--- src/sdp_pkg.sv ---
/*
  Shared constants for the video PHY user-side port logic: register map,
  control fields, rate indices, ancillary identifier words and SD word
  expansion values. Assumes a single 125 MHz system clock.
*/
package sdp_pkg;

  // Register byte offsets (APB, one aligned word each)
  localparam logic [7:0]  REG_CTRL     = 8'h00;
  localparam logic [7:0]  REG_STAT     = 8'h04;
  localparam logic [7:0]  REG_TXW      = 8'h08;

  // Control register fields
  localparam int          CTRL_W       = 5;
  localparam int          CTRL_SD10    = 0;
  localparam int          CTRL_SDPORT  = 1;
  localparam int          CTRL_CRC_INS = 2;
  localparam int          CTRL_LN_INS  = 3;
  localparam int          CTRL_ID_INS  = 4;
  localparam logic [4:0]  CTRL_RST     = 5'h1C;

  // Rate scan bit positions and rate indices
  localparam int          RATE_SD      = 0;
  localparam int          RATE_HD      = 1;
  localparam int          RATE_3G      = 2;
  localparam logic [1:0]  RATE_IDX_MAX = 2'h2;

  // Payload identifier ancillary packet
  localparam logic [9:0]  ADF_ZERO     = 10'h000;
  localparam logic [9:0]  ADF_ONES     = 10'h3FF;
  localparam logic [9:0]  ID_DID       = 10'h241;
  localparam logic [9:0]  ID_SDID      = 10'h101;
  localparam logic [1:0]  ID_UDW_LAST  = 2'h3;
  localparam logic [10:0] ID_LINE_F1   = 11'h00A;
  localparam logic [10:0] ID_LINE_F2   = 11'h23C;

  // Word widths and 8-bit SD expansion
  localparam int          TX_W         = 20;
  localparam int          SD_W         = 10;
  localparam logic [7:0]  SD8_ONES     = 8'hFF;
  localparam logic [1:0]  SD8_LSB_TRS  = 2'h3;
  localparam logic [1:0]  SD8_LSB_PAD  = 2'h0;

  // Rate hunt dwell per candidate rate
  localparam int          DWELL_CYC    = 1024;

endpackage : sdp_pkg

--- src/sdp_ident_chk.sv ---
/*
  Payload identifier packet checker for one received stream.
  Assumes words, line number and scan type come from receive logic on i_clk.
*/
`timescale 1ns/1ns
module sdp_ident_chk (
  input  wire logic        i_clk,
  input  wire logic        i_arst_n,
  input  wire logic        i_clr,
  input  wire logic        i_vld,
  input  wire logic [9:0]  i_word,
  input  wire logic [10:0] i_line,
  input  wire logic        i_interlaced,
  output logic             o_ok,
  output logic             o_sum_fault,
  output logic             o_par_fault,
  output logic             o_line_right
);

  typedef enum logic [2:0] {
    ST_IDLE, ST_ADF1, ST_ADF2, ST_DID, ST_SDID, ST_DC, ST_UDW, ST_CSUM
  } sdp_id_st_t;

  function automatic logic sdp_par_bad(input logic [9:0] w);
    sdp_par_bad = (w[8] != ^w[7:0]) || (w[9] == w[8]);
  endfunction : sdp_par_bad

  sdp_id_st_t st_q;
  sdp_id_st_t st_d;
  logic [1:0] cnt_q;
  logic [8:0] sum_q;
  logic       perr_q;
  logic       seen_q;

  wire        at_csum  = i_vld && (st_q == ST_CSUM);
  wire        csum_bad = (i_word[8:0] != sum_q) || (i_word[9] == i_word[8]);
  wire        at_f1    = (i_line == sdp_pkg::ID_LINE_F1);
  wire        at_f2    = (i_line == sdp_pkg::ID_LINE_F2);

  always_comb
  begin
    st_d = st_q;
    if (i_vld)
    begin
      case (st_q)
        ST_IDLE: if (i_word == sdp_pkg::ADF_ZERO) st_d = ST_ADF1;
        ST_ADF1:
        begin
          if (i_word == sdp_pkg::ADF_ONES) st_d = ST_ADF2;
          else if (i_word != sdp_pkg::ADF_ZERO) st_d = ST_IDLE;
        end
        ST_ADF2: st_d = (i_word == sdp_pkg::ADF_ONES) ? ST_DID : ST_IDLE;
        ST_DID:  st_d = (i_word == sdp_pkg::ID_DID) ? ST_SDID : ST_IDLE;
        ST_SDID: st_d = (i_word == sdp_pkg::ID_SDID) ? ST_DC : ST_IDLE;
        ST_DC:   st_d = ST_UDW;
        ST_UDW:  if (cnt_q == sdp_pkg::ID_UDW_LAST) st_d = ST_CSUM;
        ST_CSUM: st_d = ST_IDLE;
        default: st_d = ST_IDLE;
      endcase
    end
  end

  always_ff @(posedge i_clk or negedge i_arst_n)
  begin
    if (!i_arst_n)
    begin
      st_q   <= ST_IDLE;
      cnt_q  <= 2'h0;
      sum_q  <= 9'h000;
      perr_q <= 1'b0;
    end
    else
    begin
      st_q   <= st_d;
      cnt_q  <= (st_q == ST_UDW && i_vld) ? cnt_q + 2'h1 : 2'h0;
      if (i_vld && st_q == ST_DID)
      begin
        sum_q  <= i_word[8:0];
        perr_q <= sdp_par_bad(i_word);
      end
      else if (i_vld && (st_q == ST_SDID || st_q == ST_DC || st_q == ST_UDW))
      begin
        sum_q  <= sum_q + i_word[8:0];
        perr_q <= perr_q | sdp_par_bad(i_word);
      end
    end
  end

  // Flags update once per accepted packet; loss of stream clears them
  always_ff @(posedge i_clk or negedge i_arst_n)
  begin
    if (!i_arst_n)
    begin
      o_ok         <= 1'b0;
      o_sum_fault  <= 1'b0;
      o_par_fault  <= 1'b0;
      o_line_right <= 1'b0;
      seen_q       <= 1'b0;
    end
    else if (i_clr)
    begin
      o_ok         <= 1'b0;
      o_sum_fault  <= 1'b0;
      o_par_fault  <= 1'b0;
      o_line_right <= 1'b0;
      seen_q       <= 1'b0;
    end
    else if (at_csum)
    begin
      o_ok        <= 1'b1;
      o_sum_fault <= csum_bad;
      o_par_fault <= perr_q;
      if (at_f1)
      begin
        seen_q       <= 1'b1;
        o_line_right <= ~i_interlaced;
      end
      else if (at_f2)
      begin
        seen_q       <= 1'b0;
        o_line_right <= i_interlaced & seen_q;
      end
      else
        o_line_right <= 1'b0;
    end
  end

  chk_ok_cause: assert property (@(posedge i_clk) disable iff (!i_arst_n)
    $rose(o_ok) |-> $past(at_csum && !i_clr))
    else $error("identifier valid rose without a full packet");

  chk_sum_flag: assert property (@(posedge i_clk) disable iff (!i_arst_n)
    (at_csum && !i_clr && csum_bad) |=> o_sum_fault)
    else $error("checksum mismatch not flagged");

  chk_par_flag: assert property (@(posedge i_clk) disable iff (!i_arst_n)
    (at_csum && !i_clr) |=> (o_par_fault == $past(perr_q)))
    else $error("parity flag does not follow packet parity");

  chk_line_cause: assert property (@(posedge i_clk) disable iff (!i_arst_n)
    $rose(o_line_right) |-> $past((at_f1 && !i_interlaced) || (at_f2 && i_interlaced)))
    else $error("line flag set on wrong line");

endmodule : sdp_ident_chk

--- src/sdp_ports.sv ---
/*
  User-side port logic of a multi-rate serial video PHY: identifier status
  flags per stream, receive rate hunt, transmit parallel capture with SD
  10-bit pairing and 8-bit expansion, and an APB register file.
  Assumes receive words, line numbers and lock come from logic on i_clk;
  transmit clocks and data pins are asynchronous and slower than i_clk/2.
*/
`timescale 1ns/1ns
module sdp_ports #(
  parameter int DWELL = sdp_pkg::DWELL_CYC
) (
  input  wire logic        i_clk,
  input  wire logic        i_arst_n,
  // APB slave
  input  wire logic        i_psel,
  input  wire logic        i_penable,
  input  wire logic        i_pwrite,
  input  wire logic [7:0]  i_paddr,
  input  wire logic [31:0] i_pwdata,
  output logic      [31:0] o_prdata,
  output logic             o_pready,
  output logic             o_pslverr,
  // Receive side, logic on i_clk
  input  wire logic        i_rx_word_vld,
  input  wire logic [9:0]  i_rx_s1_word,
  input  wire logic [9:0]  i_rx_s2_word,
  input  wire logic [10:0] i_rx_s1_line,
  input  wire logic [10:0] i_rx_s2_line,
  input  wire logic        i_rx_interlaced,
  input  wire logic        i_rx_level_b,
  input  wire logic        i_rx_locked,
  input  wire logic [2:0]  i_rate_scan_en,
  output logic      [1:0]  o_rx_rate_sel,
  output logic             o_rx_hunting,
  output logic             o_ident_ok_s1,
  output logic             o_ident_sum_fault_s1,
  output logic             o_ident_par_fault_s1,
  output logic             o_ident_line_right_s1,
  output logic             o_ident_ok_s2,
  output logic             o_ident_sum_fault_s2,
  output logic             o_ident_par_fault_s2,
  output logic             o_ident_line_right_s2,
  // Transmit side pins, asynchronous
  input  wire logic        i_pdi_clk,
  input  wire logic        i_tx_half_clk,
  input  wire logic        i_sd_27m_clock,
  input  wire logic [19:0] i_tx_parallel_word,
  input  wire logic [9:0]  i_tx_sd_ten_bit_word,
  input  wire logic        i_trs_marker,
  input  wire logic        i_high_def_select,
  input  wire logic        i_level_b_select,
  input  wire logic        i_sd_eight_bit_select,
  output logic      [19:0] o_tx_word,
  output logic             o_tx_word_vld,
  output logic             o_tx_trs,
  output logic             o_tx_high_def,
  output logic             o_tx_level_b
);

  localparam int SYNC_W = 10 + sdp_pkg::TX_W + sdp_pkg::SD_W;
  localparam int DW     = $clog2(DWELL);

  function automatic logic [9:0] sdp_expand(input logic [9:0] w, input logic m);
    if (!m)
      sdp_expand = w;
    else if (w[9:2] == sdp_pkg::SD8_ONES)
      sdp_expand = {w[9:2], sdp_pkg::SD8_LSB_TRS};
    else
      sdp_expand = {w[9:2], sdp_pkg::SD8_LSB_PAD};
  endfunction : sdp_expand

  function automatic logic [1:0] sdp_next_rate(input logic [1:0] cur, input logic [2:0] en);
    logic [1:0] c;
    logic       f;
    c = cur;
    f = 1'b0;
    sdp_next_rate = cur;
    for (int k = 0; k < 3; k++)
    begin
      c = (c == sdp_pkg::RATE_IDX_MAX) ? 2'h0 : c + 2'h1;
      if (!f && en[c])
      begin
        sdp_next_rate = c;
        f = 1'b1;
      end
    end
  endfunction : sdp_next_rate

  // Synchronised pin levels
  logic [SYNC_W-1:0] sync_s;
  logic              pdi_s;
  logic              half_s;
  logic              c27_s;
  logic              hd_s;
  logic              lvb_s;
  logic              sd8_s;
  logic              trs_s;
  logic [2:0]        rate_s;
  logic [19:0]       pdw_s;
  logic [9:0]        sdw_s;

  sdp_sync #(
    .W (SYNC_W)
  ) u_sync (
    .i_clk    (i_clk),
    .i_arst_n (i_arst_n),
    .i_d      ({i_pdi_clk, i_tx_half_clk, i_sd_27m_clock, i_high_def_select,
                i_level_b_select, i_sd_eight_bit_select, i_trs_marker,
                i_rate_scan_en, i_tx_parallel_word, i_tx_sd_ten_bit_word}),
    .o_q      (sync_s)
  );

  assign {pdi_s, half_s, c27_s, hd_s, lvb_s, sd8_s, trs_s, rate_s, pdw_s, sdw_s} = sync_s;

  // One more stage for edge finding; data kept aligned with the clock level
  logic        pdi_d_q;
  logic        half_d_q;
  logic        c27_d_q;
  logic        trs_d_q;
  logic [19:0] pdw_d_q;
  logic [9:0]  sdw_d_q;
  logic [4:0]  ctrl_q;
  logic [9:0]  low_q;

  always_ff @(posedge i_clk or negedge i_arst_n)
  begin
    if (!i_arst_n)
    begin
      pdi_d_q  <= 1'b0;
      half_d_q <= 1'b0;
      c27_d_q  <= 1'b0;
      trs_d_q  <= 1'b0;
      pdw_d_q  <= 20'h00000;
      sdw_d_q  <= 10'h000;
    end
    else
    begin
      pdi_d_q  <= pdi_s;
      half_d_q <= half_s;
      c27_d_q  <= c27_s;
      trs_d_q  <= trs_s;
      pdw_d_q  <= pdw_s;
      sdw_d_q  <= sdw_s;
    end
  end

  // Transmit selection
  wire        pdi_rise = pdi_s & ~pdi_d_q;
  wire        c27_rise = c27_s & ~c27_d_q;
  wire        sd_mode  = ~hd_s;
  wire        sd10     = sd_mode & ctrl_q[sdp_pkg::CTRL_SD10];
  wire        sdport   = ctrl_q[sdp_pkg::CTRL_SDPORT];
  wire        ins_any  = |ctrl_q[sdp_pkg::CTRL_ID_INS:sdp_pkg::CTRL_CRC_INS];
  wire        sd_edge  = sdport ? c27_rise : pdi_rise;
  wire [9:0]  sd_src   = sdport ? sdw_d_q : pdw_d_q[9:0];
  wire [9:0]  sd_exp   = sdp_expand(sd_src, sd8_s);
  wire [9:0]  hi_exp   = sdp_expand(pdw_d_q[19:10], sd8_s & sd_mode);
  wire [9:0]  lo_exp   = sdp_expand(pdw_d_q[9:0], sd8_s & sd_mode);
  wire        take20   = ~sd10 & pdi_rise;
  wire        first10  = half_d_q;
  wire        take10   = sd10 & sd_edge;

  always_ff @(posedge i_clk or negedge i_arst_n)
  begin
    if (!i_arst_n)
    begin
      o_tx_word     <= 20'h00000;
      o_tx_word_vld <= 1'b0;
      o_tx_trs      <= 1'b0;
      o_tx_high_def <= 1'b0;
      o_tx_level_b  <= 1'b0;
      low_q         <= 10'h000;
    end
    else
    begin
      o_tx_word_vld <= (take20 | (take10 & ~first10));
      o_tx_trs      <= take20 & trs_d_q & hd_s & ins_any;
      if (take20)
      begin
        o_tx_word     <= {hi_exp, lo_exp};
        o_tx_high_def <= hd_s;
        o_tx_level_b  <= lvb_s;
      end
      else if (take10 && first10)
        low_q <= sd_exp;
      else if (take10)
      begin
        o_tx_word     <= {sd_exp, low_q};
        o_tx_high_def <= hd_s;
        o_tx_level_b  <= lvb_s;
      end
    end
  end

  // Rate hunt
  logic [DW-1:0] dwell_q;
  wire           dwell_end = (dwell_q == DW'(DWELL - 1));

  always_ff @(posedge i_clk or negedge i_arst_n)
  begin
    if (!i_arst_n)
    begin
      dwell_q       <= '0;
      o_rx_rate_sel <= 2'h0;
      o_rx_hunting  <= 1'b0;
    end
    else
    begin
      o_rx_hunting <= ~i_rx_locked & (|rate_s);
      if (i_rx_locked)
        dwell_q <= '0;
      else if (dwell_end)
      begin
        dwell_q       <= '0;
        o_rx_rate_sel <= sdp_next_rate(o_rx_rate_sel, rate_s);
      end
      else
        dwell_q <= dwell_q + DW'(1);
    end
  end

  // Identifier checkers, stream two only alive for level-B
  wire clr_s1 = ~i_rx_locked;
  wire clr_s2 = ~i_rx_locked | ~i_rx_level_b;

  sdp_ident_chk u_id_s1 (
    .i_clk        (i_clk),
    .i_arst_n     (i_arst_n),
    .i_clr        (clr_s1),
    .i_vld        (i_rx_word_vld),
    .i_word       (i_rx_s1_word),
    .i_line       (i_rx_s1_line),
    .i_interlaced (i_rx_interlaced),
    .o_ok         (o_ident_ok_s1),
    .o_sum_fault  (o_ident_sum_fault_s1),
    .o_par_fault  (o_ident_par_fault_s1),
    .o_line_right (o_ident_line_right_s1)
  );

  sdp_ident_chk u_id_s2 (
    .i_clk        (i_clk),
    .i_arst_n     (i_arst_n),
    .i_clr        (clr_s2),
    .i_vld        (i_rx_word_vld & i_rx_level_b),
    .i_word       (i_rx_s2_word),
    .i_line       (i_rx_s2_line),
    .i_interlaced (i_rx_interlaced),
    .o_ok         (o_ident_ok_s2),
    .o_sum_fault  (o_ident_sum_fault_s2),
    .o_par_fault  (o_ident_par_fault_s2),
    .o_line_right (o_ident_line_right_s2)
  );

  // APB slave: one wait state, answer on the second access cycle
  wire        acc      = i_psel & i_penable;
  wire        ans      = acc & ~o_pready;
  wire        hit_ctrl = (i_paddr == sdp_pkg::REG_CTRL);
  wire        hit_stat = (i_paddr == sdp_pkg::REG_STAT);
  wire        hit_txw  = (i_paddr == sdp_pkg::REG_TXW);
  wire        mapped   = hit_ctrl | hit_stat | hit_txw;
  wire        wr_ctrl  = acc & o_pready & i_pwrite & hit_ctrl;
  wire [3:0]  id1      = {o_ident_line_right_s1, o_ident_par_fault_s1,
                          o_ident_sum_fault_s1, o_ident_ok_s1};
  wire [3:0]  id2      = {o_ident_line_right_s2, o_ident_par_fault_s2,
                          o_ident_sum_fault_s2, o_ident_ok_s2};
  wire [31:0] stat_w   = {18'h00000, o_rx_hunting, o_rx_rate_sel, rate_s, id2, id1};
  wire [31:0] rd_mux   = hit_ctrl ? {27'h0000000, ctrl_q} :
                         hit_stat ? stat_w :
                         hit_txw  ? {12'h000, o_tx_word} : 32'h00000000;

  always_ff @(posedge i_clk or negedge i_arst_n)
  begin
    if (!i_arst_n)
    begin
      o_pready  <= 1'b0;
      o_pslverr <= 1'b0;
      o_prdata  <= 32'h00000000;
      ctrl_q    <= sdp_pkg::CTRL_RST;
    end
    else
    begin
      o_pready  <= ans;
      o_pslverr <= ans & ~mapped;
      o_prdata  <= (ans & ~i_pwrite) ? rd_mux : 32'h00000000;
      if (wr_ctrl)
        ctrl_q <= i_pwdata[sdp_pkg::CTRL_W-1:0];
    end
  end

  chk_scan_hold: assert property (@(posedge i_clk) disable iff (!i_arst_n)
    i_rx_locked |=> $stable(o_rx_rate_sel))
    else $error("rate changed while locked");

  chk_scan_enabled: assert property (@(posedge i_clk) disable iff (!i_arst_n)
    $changed(o_rx_rate_sel) |-> $past(dwell_end) &&
      (($past(rate_s) & (3'h1 << o_rx_rate_sel)) != 3'h0))
    else $error("hunt moved to a disabled rate or early");

  chk_scan_sync: assert property (@(posedge i_clk) disable iff (!i_arst_n)
    ##2 (rate_s == $past(i_rate_scan_en, 2)))
    else $error("scan enables not two stages late");

  chk_sd8_lsbs: assert property (@(posedge i_clk) disable iff (!i_arst_n)
    (take20 && sd8_s && sd_mode) |=> (o_tx_word[9:2] == $past(pdw_d_q[9:2])) &&
      (o_tx_word[1:0] == ((o_tx_word[9:2] == sdp_pkg::SD8_ONES) ?
                          sdp_pkg::SD8_LSB_TRS : sdp_pkg::SD8_LSB_PAD)))
    else $error("8-bit SD low bits wrong");

  chk_sd8_ones: assert property (@(posedge i_clk) disable iff (!i_arst_n)
    (take10 && !first10 && sd8_s && sd_src[9:2] == sdp_pkg::SD8_ONES)
      |=> (o_tx_word[11:10] == sdp_pkg::SD8_LSB_TRS))
    else $error("all-ones SD word not padded with ones");

  chk_trs_gate: assert property (@(posedge i_clk) disable iff (!i_arst_n)
    o_tx_trs |-> (o_tx_high_def && o_tx_word_vld && $past(ins_any)))
    else $error("timing marker passed in SD or with insertions off");

  chk_tx_capture: assert property (@(posedge i_clk) disable iff (!i_arst_n)
    (take20 && !sd_mode) |=> (o_tx_word_vld && o_tx_word == $past(pdw_d_q)))
    else $error("parallel word not captured on clock edge");

  chk_sd_port: assert property (@(posedge i_clk) disable iff (!i_arst_n)
    (sd10 && sdport && c27_rise && !first10) |=> (o_tx_word_vld && o_tx_word[19:10] == $past(sd_exp)))
    else $error("dedicated SD word not captured on SD clock");

  chk_s2_idle: assert property (@(posedge i_clk) disable iff (!i_arst_n)
    !i_rx_level_b |=> !o_ident_ok_s2)
    else $error("stream two flag outside level-B");

  chk_apb_ready: assert property (@(posedge i_clk) disable iff (!i_arst_n)
    ans |=> o_pready ##1 !o_pready)
    else $error("APB answer not exactly one cycle");

  cov_lock_hold: cover property (@(posedge i_clk) disable iff (!i_arst_n)
    i_rx_locked && $fell(rate_s[o_rx_rate_sel]));
  cov_sd_pair: cover property (@(posedge i_clk) disable iff (!i_arst_n)
    take10 && first10 ##[1:40] take10 && !first10);
  cov_id_line: cover property (@(posedge i_clk) disable iff (!i_arst_n)
    $rose(o_ident_line_right_s2));

endmodule : sdp_ports

--- src/sdp_sync.sv ---
/*
  Two-stage synchroniser for a bus of independent levels.
  Assumes each bit is a level or a slow pulse relative to i_clk.
*/
`timescale 1ns/1ns
module sdp_sync #(
  parameter int W = 1
) (
  input  wire logic         i_clk,
  input  wire logic         i_arst_n,
  input  wire logic [W-1:0] i_d,
  output logic      [W-1:0] o_q
);

  logic [W-1:0] meta_q;

  always_ff @(posedge i_clk or negedge i_arst_n)
  begin
    if (!i_arst_n)
    begin
      meta_q <= '0;
      o_q    <= '0;
    end
    else
    begin
      meta_q <= i_d;
      o_q    <= meta_q;
    end
  end

endmodule : sdp_sync

--- config.mk ---
export PLATFORM = sky130hd
export DESIGN_NAME = sdp_ports
export DESIGN_NICKNAME = d
export VERILOG_FILES = /design/src/sdp_pkg.sv /design/src/sdp_ident_chk.sv /design/src/sdp_ports.sv /design/src/sdp_sync.sv
export SDC_FILE = /design/constraint.sdc
export NUM_CORES = 1
export LEC_CHECK = 0
export BUFFER_PORTS_ARGS = -buffer_cell sky130_fd_sc_hd__buf_4
export CAP_MARGIN = 40
export CORE_MARGIN = 4
export CORE_UTILIZATION = 59
export DETAILED_ROUTE_END_ITERATION = 16
export GPL_TIMING_DRIVEN = 0
export PLACE_DENSITY = 0.85
export SLEW_MARGIN = 10
export SYNTH_ARGS = -nofsm -noshare
export SYNTH_HDL_FRONTEND = slang
export SYNTH_SLANG_ARGS = --single-unit
--- constraint.sdc ---
create_clock -name i_clk -period 3.6 [get_ports i_clk]
set_clock_uncertainty 0.15 [all_clocks]
set_input_delay 0.18 -clock i_clk [delete_from_list [all_inputs] [get_ports i_clk]]
set_output_delay 0.18 -clock i_clk [all_outputs]
set_load 0.03 [all_outputs]
### Word-level counts from Yosys, hierarchy flattened

Index checks and enable logic that the tools add are counted.

* $add $sub $neg: 8
* $lt $le $gt $ge: 3
* equal/unequal tests: 50
* multiplexer cells: 95
* bitwise gates (word level): 39
* reduce and logical (&&, ||, !) cells: 45

Operator list (number)
* two-way mux 20 bit: 7
* == test 10 bit, second input constant: 5
* two-way mux 1 bit: 48
* one-hot mux 3 bit (8 select lines): 2
* two-way mux 3 bit: 12
* two-way mux 9 bit: 4
* two-way mux 2 bit: 16
* two-way mux 10 bit: 3
* == test 3 bit, second input constant: 8
* == test 8 bit, second input constant: 3
* == test 11 x 10 -> 1 bit, second input constant: 2
* == test 11 x 4 -> 1 bit, second input constant: 2
* bitwise AND 1 bit: 21
* == test 10 x 9 -> 1 bit, second input constant: 2
* logical NOT 10 bit: 2
* nonzero test 10 bit: 2
* adder 9 bit: 2
* != test 9 bit: 2
* XOR reduction 8 bit: 2
* == test 3 x 2 -> 1 bit, second input constant: 4
* inverter 1 bit: 12
* logical AND 1 bit: 11
* adder 10 x 1 -> 10 bit, second input constant: 1
* adder 2 x 1 -> 2 bit, second input constant: 5
* other kinds (22): 62

* register bits: 228
* bits of input ports: 131
* output and inout port bits: 69

### Longest topological paths before layout

* depth after elaboration: 16
* mapped depth: 8
* depth with buffers taken out: 8

### Cells and area by module

Synthesis repeated with hierarchy kept, for this count alone.

* cell total of the unflattened synthesis: 828
* area, all modules: 9703.1 µm²

Modules (own cells, without submodules)
* sdp_ports: instances 1, cells an instance 380, area an instance 4425.5 µm²
* sdp_ident_chk: instances 2, cells an instance 184, area an instance 1637.8 µm²
* sdp_sync: instances 1, cells an instance 80, area an instance 2001.9 µm²

### Least setup slack after synthesis

Ideal clock, no wire load.

* path type: input to register
* start point: in i_rx_s2_word[8]
* end point: reg u_id_s2.st_q[0]
* library setup time: 0.125 ns
* data arrival time: 1.812 ns
* slack: 1.513 ns
* stages: 8
* buffers on the path: 1
* path through: clkbuf_1 inv_1 ha_1 and3_1 nand3_1 mux2_2 o31ai_1 mux2_2

* cells in the longest elaborated chain, start to end: 3

RTL lines
* from (decl): RTL line sdp_ports.sv:26 `input wire logic [9:0] i_rx_s2_word,`
* == test 10 x 9 -> 1 bit, or another cell as far along: RTL line sdp_ident_chk.sv:54 `ST_SDID: st_d = (i_word == sdp_pkg::ID_SDID) ? ST_DC : ST_IDLE;`
* two-way mux 3 bit, or another cell as far along: RTL line sdp_ident_chk.sv:54
* one-hot mux 3 bit (8 select lines) / AND reduction 4 bit (equally long branches)
* to (signal assigned): RTL line sdp_ident_chk.sv:74 `st_q <= st_d;`
* to (decl): RTL line sdp_ident_chk.sv:28 `sdp_id_st_t st_q;`

Several ways; a longest one is shown, not always the timed one.
A chain may end at the register's enable or synchronous reset.

### Worst setup path after layout

* start point: reg u_id_s1.st_q[0]
* end point: reg u_id_s1.seen_q

* cells in the longest elaborated chain, start to end: 4

RTL lines
* from (decl): RTL line sdp_ident_chk.sv:28
* from (signal assigned): RTL line sdp_ident_chk.sv:74
* == test 3 bit: RTL line sdp_ident_chk.sv:35 `wire at_csum = i_vld && (st_q == ST_CSUM);`
* logical AND 1 bit: RTL line sdp_ident_chk.sv:35
* != test 2 x 1 -> 1 bit (no source line)
* AND reduction 2 bit (no source line)
* to (signal assigned): RTL line sdp_ident_chk.sv:98 `seen_q <= 1'b0;`
* to (signal assigned): RTL line sdp_ident_chk.sv:106 `seen_q <= 1'b0;`
* to (signal assigned): RTL line sdp_ident_chk.sv:115 `seen_q <= 1'b1;`
* to (decl): RTL line sdp_ident_chk.sv:33 `logic seen_q;`

Every way passes these cells.

==> impl_results.md <==
- Outcome: complete, no violations
- DRC viols: 0
- Average cell area after synthesis: 11.5 um2
- Finished Cell Area: 12900 um2
- Hold WC Path Type: in -> reg
- RSZ-0062 raised after global routing: false
- Tcrit/Tclk final: 77.2%
- DRT Pass-1 Iters: 5
- Pleak: 0.00615 uW
- Clk slew on worst S/H paths: 70 ps
- Clock share of power: 42.9%
- Final Hold Fails: 0
- Synth Register Bits: 228
- Clk sinks: 228
- Peak supply drop: 0.519 mV
- Post-Synth Simple-Gate Area: 13.7%
- Vias in the first global route: 7906
- Pint: 4630 uW
- Worst-Margin Slew: 805 ps
- Synth Area in Compound Gates: 10.4%
- H-Tree Level Count: 1
- Synth cell count leaders: dfrtp_1 (225), nor2_1 (93), nand2_1 (50), ha_1 (47)
- Antenna-violating nets left: 0
- Gr usage total: 28.1%
- CTS tree: yes
- WP data required: 3860 ps
- WL/cell: 18.9 um
- Routability cong.: 0.888
- Die width: 136 um
- Reg area: 5710 um2
- Sequential power share: 44.9%
- Vias per cell: 5.61
- Floorplan core area: 15900 um2
- Setup Total Neg Slack: 0 ps
- Die H: 136 um
- Final #Nets: 1301
- CTS max path bufs: 3
- First-pass GRT wire length: 40.7 mm
- Max_cap viols: 0
- Initial antenna violation count: 0
- Switching pwr: 1560 uW
- Tmin final: 2780 ps
- Seq/Total Area, Yosys: 59.4%
- Pwr Density: 479 nW/um2
- Yosys warns: 0
- Initial DRC Count: 531
- Mux contribution to synthesized area: 4.27%
- Post-Route WL: 25.6 mm
- DR vias: 7606
- Number of setup buffers added after CTS: 0
- Crit end category: register
- Synth Area in XOR/XNOR: 2.19%
- Top-level I/O count: 200
- Ys flop type: dfrtp_1
- DP Wirelength: 15.5 mm
- Area post-placement: 11200 um2
- Layout cells sized above 1: 22.4%
- Worst Setup Start Kind: register
- Cells after synthesis: 836
- Post-synthesis adder-cell area fraction: 6.54%
- Clk Latency, worst-skew pair: 530 ps
- IO Port Bufs: 159
- Max-slew violations: 0
- # diodes: 0
- Critical-path maximum fanout: 10
- Max frequency: 360 MHz
- Largest area contributor in the netlist: dfrtp_1
- Global route total overflow: 0
- Unique masters post-synth: 60
- Site Rows: 46
- Asr flop ratio synth: 100%
- Fill cells: 909
- Area of the multi-input gates: 3610 um2
- Post-synth EDFFs: 0
- Area contributors post-synth: dfrtp_1 (59%), ha_1 (6.1%), nor2_1 (3.6%)
- Clock root cell: clkbuf_16
- Syn Std Cell Area: 9610 um2
- Initial Util: 60.3%
- Largest net degree at the start of global routing: 103
- Slew HR: 46.1%
- Post-synth top area share: 58.6%
- Switch share: 25.2%
- CP arrival: 3030 ps
- Final setup vio count: 0
- Most frequent cell after synthesis: dfrtp_1
- Die area: 18400 um2
- Comb pwr share: 12.2%
- Area growth syn-to-layout: 34.5%
- Fin worst setup slack: 822 ps
- CTS buffer count: 24
- Main combinational cell family by area after synthesis: simple AND/OR/NAND/NOR gates
- Setup CP Type: reg -> reg
- Place WS: 1060 ps
==> stage by stage <==
step / cells / hold WS (ps) / utilization [%] / total power (uW)
detailed placement: 1225 / -46.3 / 70.1 / 3480
global placement: 1222 / 139 / 69.7 / 3450
global route: 1355 / 52.9 / 81.1 / 6410
floorplan: 847 / -266 / - / 3160
finish: 1355 / 35.2 / 81.1 / 6190
CTS: 1355 / 7.50 / 81.1 / 6200
==> final timing paths <==
| kind | start | endpoint | slack (ps) | cells after the start |
|---|---|---|---|---|
| worst max-delay path | u_id_s1.st_q[0]$_DFFE_PN0P_ | u_id_s1.seen_q$_DFFE_PN0P_ | 820 | 6 |
| worst min-delay path | i_pwrite | ctrl_q[4]$_DFFE_PN1P_ | 40 | 4 |
| worst max register to register | u_id_s1.st_q[0]$_DFFE_PN0P_ | u_id_s1.seen_q$_DFFE_PN0P_ | 820 | 6 |
| worst min register to register | u_sync.meta_q[28]$_DFF_PN0_ | u_sync.o_q[28]$_DFF_PN0_ | 190 | 0 |
| max in group asynchronous | i_arst_n | u_sync.meta_q[20]$_DFF_PN0_ | 1560 | 4 |
| min in group asynchronous | i_arst_n | u_sync.meta_q[3]$_DFF_PN0_ | 550 | 3 |
==> registers in the layout, summed over array words and instances (netlist names), 5 cells and up <==
| name | count |
|---|---|
| u_id_s1.sum_q | 9 |
| u_sync.meta_q | 40 |
| u_id_s2.sum_q | 9 |
| ctrl_q | 5 |
| o_tx_word | 20 |
| o_prdata | 20 |
| u_sync.o_q | 40 |
| sdw_d_q | 10 |
| low_q | 10 |
| dwell_q | 10 |
| pdw_d_q | 20 |
==> worst max-delay path, cell delays in order (launching register included) <==
cell,delay (ps)
dfrtp_1,360
clkbuf_1,320
nand4_1,290
o41ai_1,340
dlygate4sd3_1,590
a21oi_1,50
dlygate4sd3_1,560
==> routing by layer <==
layer | track usage [%] | routed length [um] | vias to the layer above | share of wire, %
met2 | 51.7 | 13600 | 292 | 53
li1 | - | - | 3483 | -
met5 | 0 | 0 | - | 0
met4 | 11.9 | 1130 | 0 | 4.4
met1 | 32.0 | 9440 | 3735 | 37
met3 | 5.35 | 1430 | 96 | 5.6
==> cell type report <==
| cell class | instances | share of cell area [%] |
|---|---|---|
| clock inverter | 9 | 1.03 |
| inverter | 35 | 1.02 |
| buffer | 38 | 1.52 |
| multi-input combinational | 546 | 28.0 |
| clock buffer | 35 | 5.82 |
| tap | 216 | 2.09 |
| timing repair buffer | 248 | 16.4 |
| sequential | 228 | 44.2 |
==> timing repair <==
action,4_1_cts,5_1_grt
gates resized for setup,0,0
hold buffers,86,0
endpoints found under the setup margin,0,0
endpoints found under the hold margin,312,0
==> cells in the final DEF (no fill, tap or decap), types with 4 or more instances in the layout <==
cell type	n
a2111oi_0	5
a211oi_1	8
a21o_1	5
a21oi_1	38
a221o_1	7
a22oi_1	18
and3_1	11
buf_1	4
buf_2	8
buf_4	170
clkbuf_1	15
clkbuf_16	24
clkbuf_8	11
conb_1	12
dfrtp_1	225
dlygate4sd3_1	86
ha_1	47
inv_1	35
mux2_2	16
mux2i_1	23
nand2_1	50
nand2b_1	10
nand3_1	21
nand4_1	12
nor2_1	93
nor2b_1	17
nor3_1	19
nor3b_1	4
nor4_1	8
o21a_1	4
o21ai_0	38
o22ai_1	4
o31ai_1	9
or2_2	6
or3_1	4
xnor2_1	13
xor2_1	11
==> cell families (layout without fill, tap and decap cells) <==
group                      Yosys count  in the layout
buffers and inverters               73            365
AOI/OAI and AO/OA                  154            154
other                                1             12
muxes                               39             39
xor gates and xnor gates            24             24
and+or+nand+nor                    268            268
adders and majority gates           49             49
DFF                                228            228
==> power groups by stage <==
stage | logic [uW] | clock network, uW | registers, uW
2_1_floorplan | 295 | 0 | 2870
3_3_place_gp | 648 | 0 | 2810
3_5_place_dp | 670 | 0 | 2810
4_1_cts | 745 | 2680 | 2770
5_1_grt | 828 | 2790 | 2790
6_report | 758 | 2650 | 2780
Note: power is estimated with default switching activity, not from simulation.
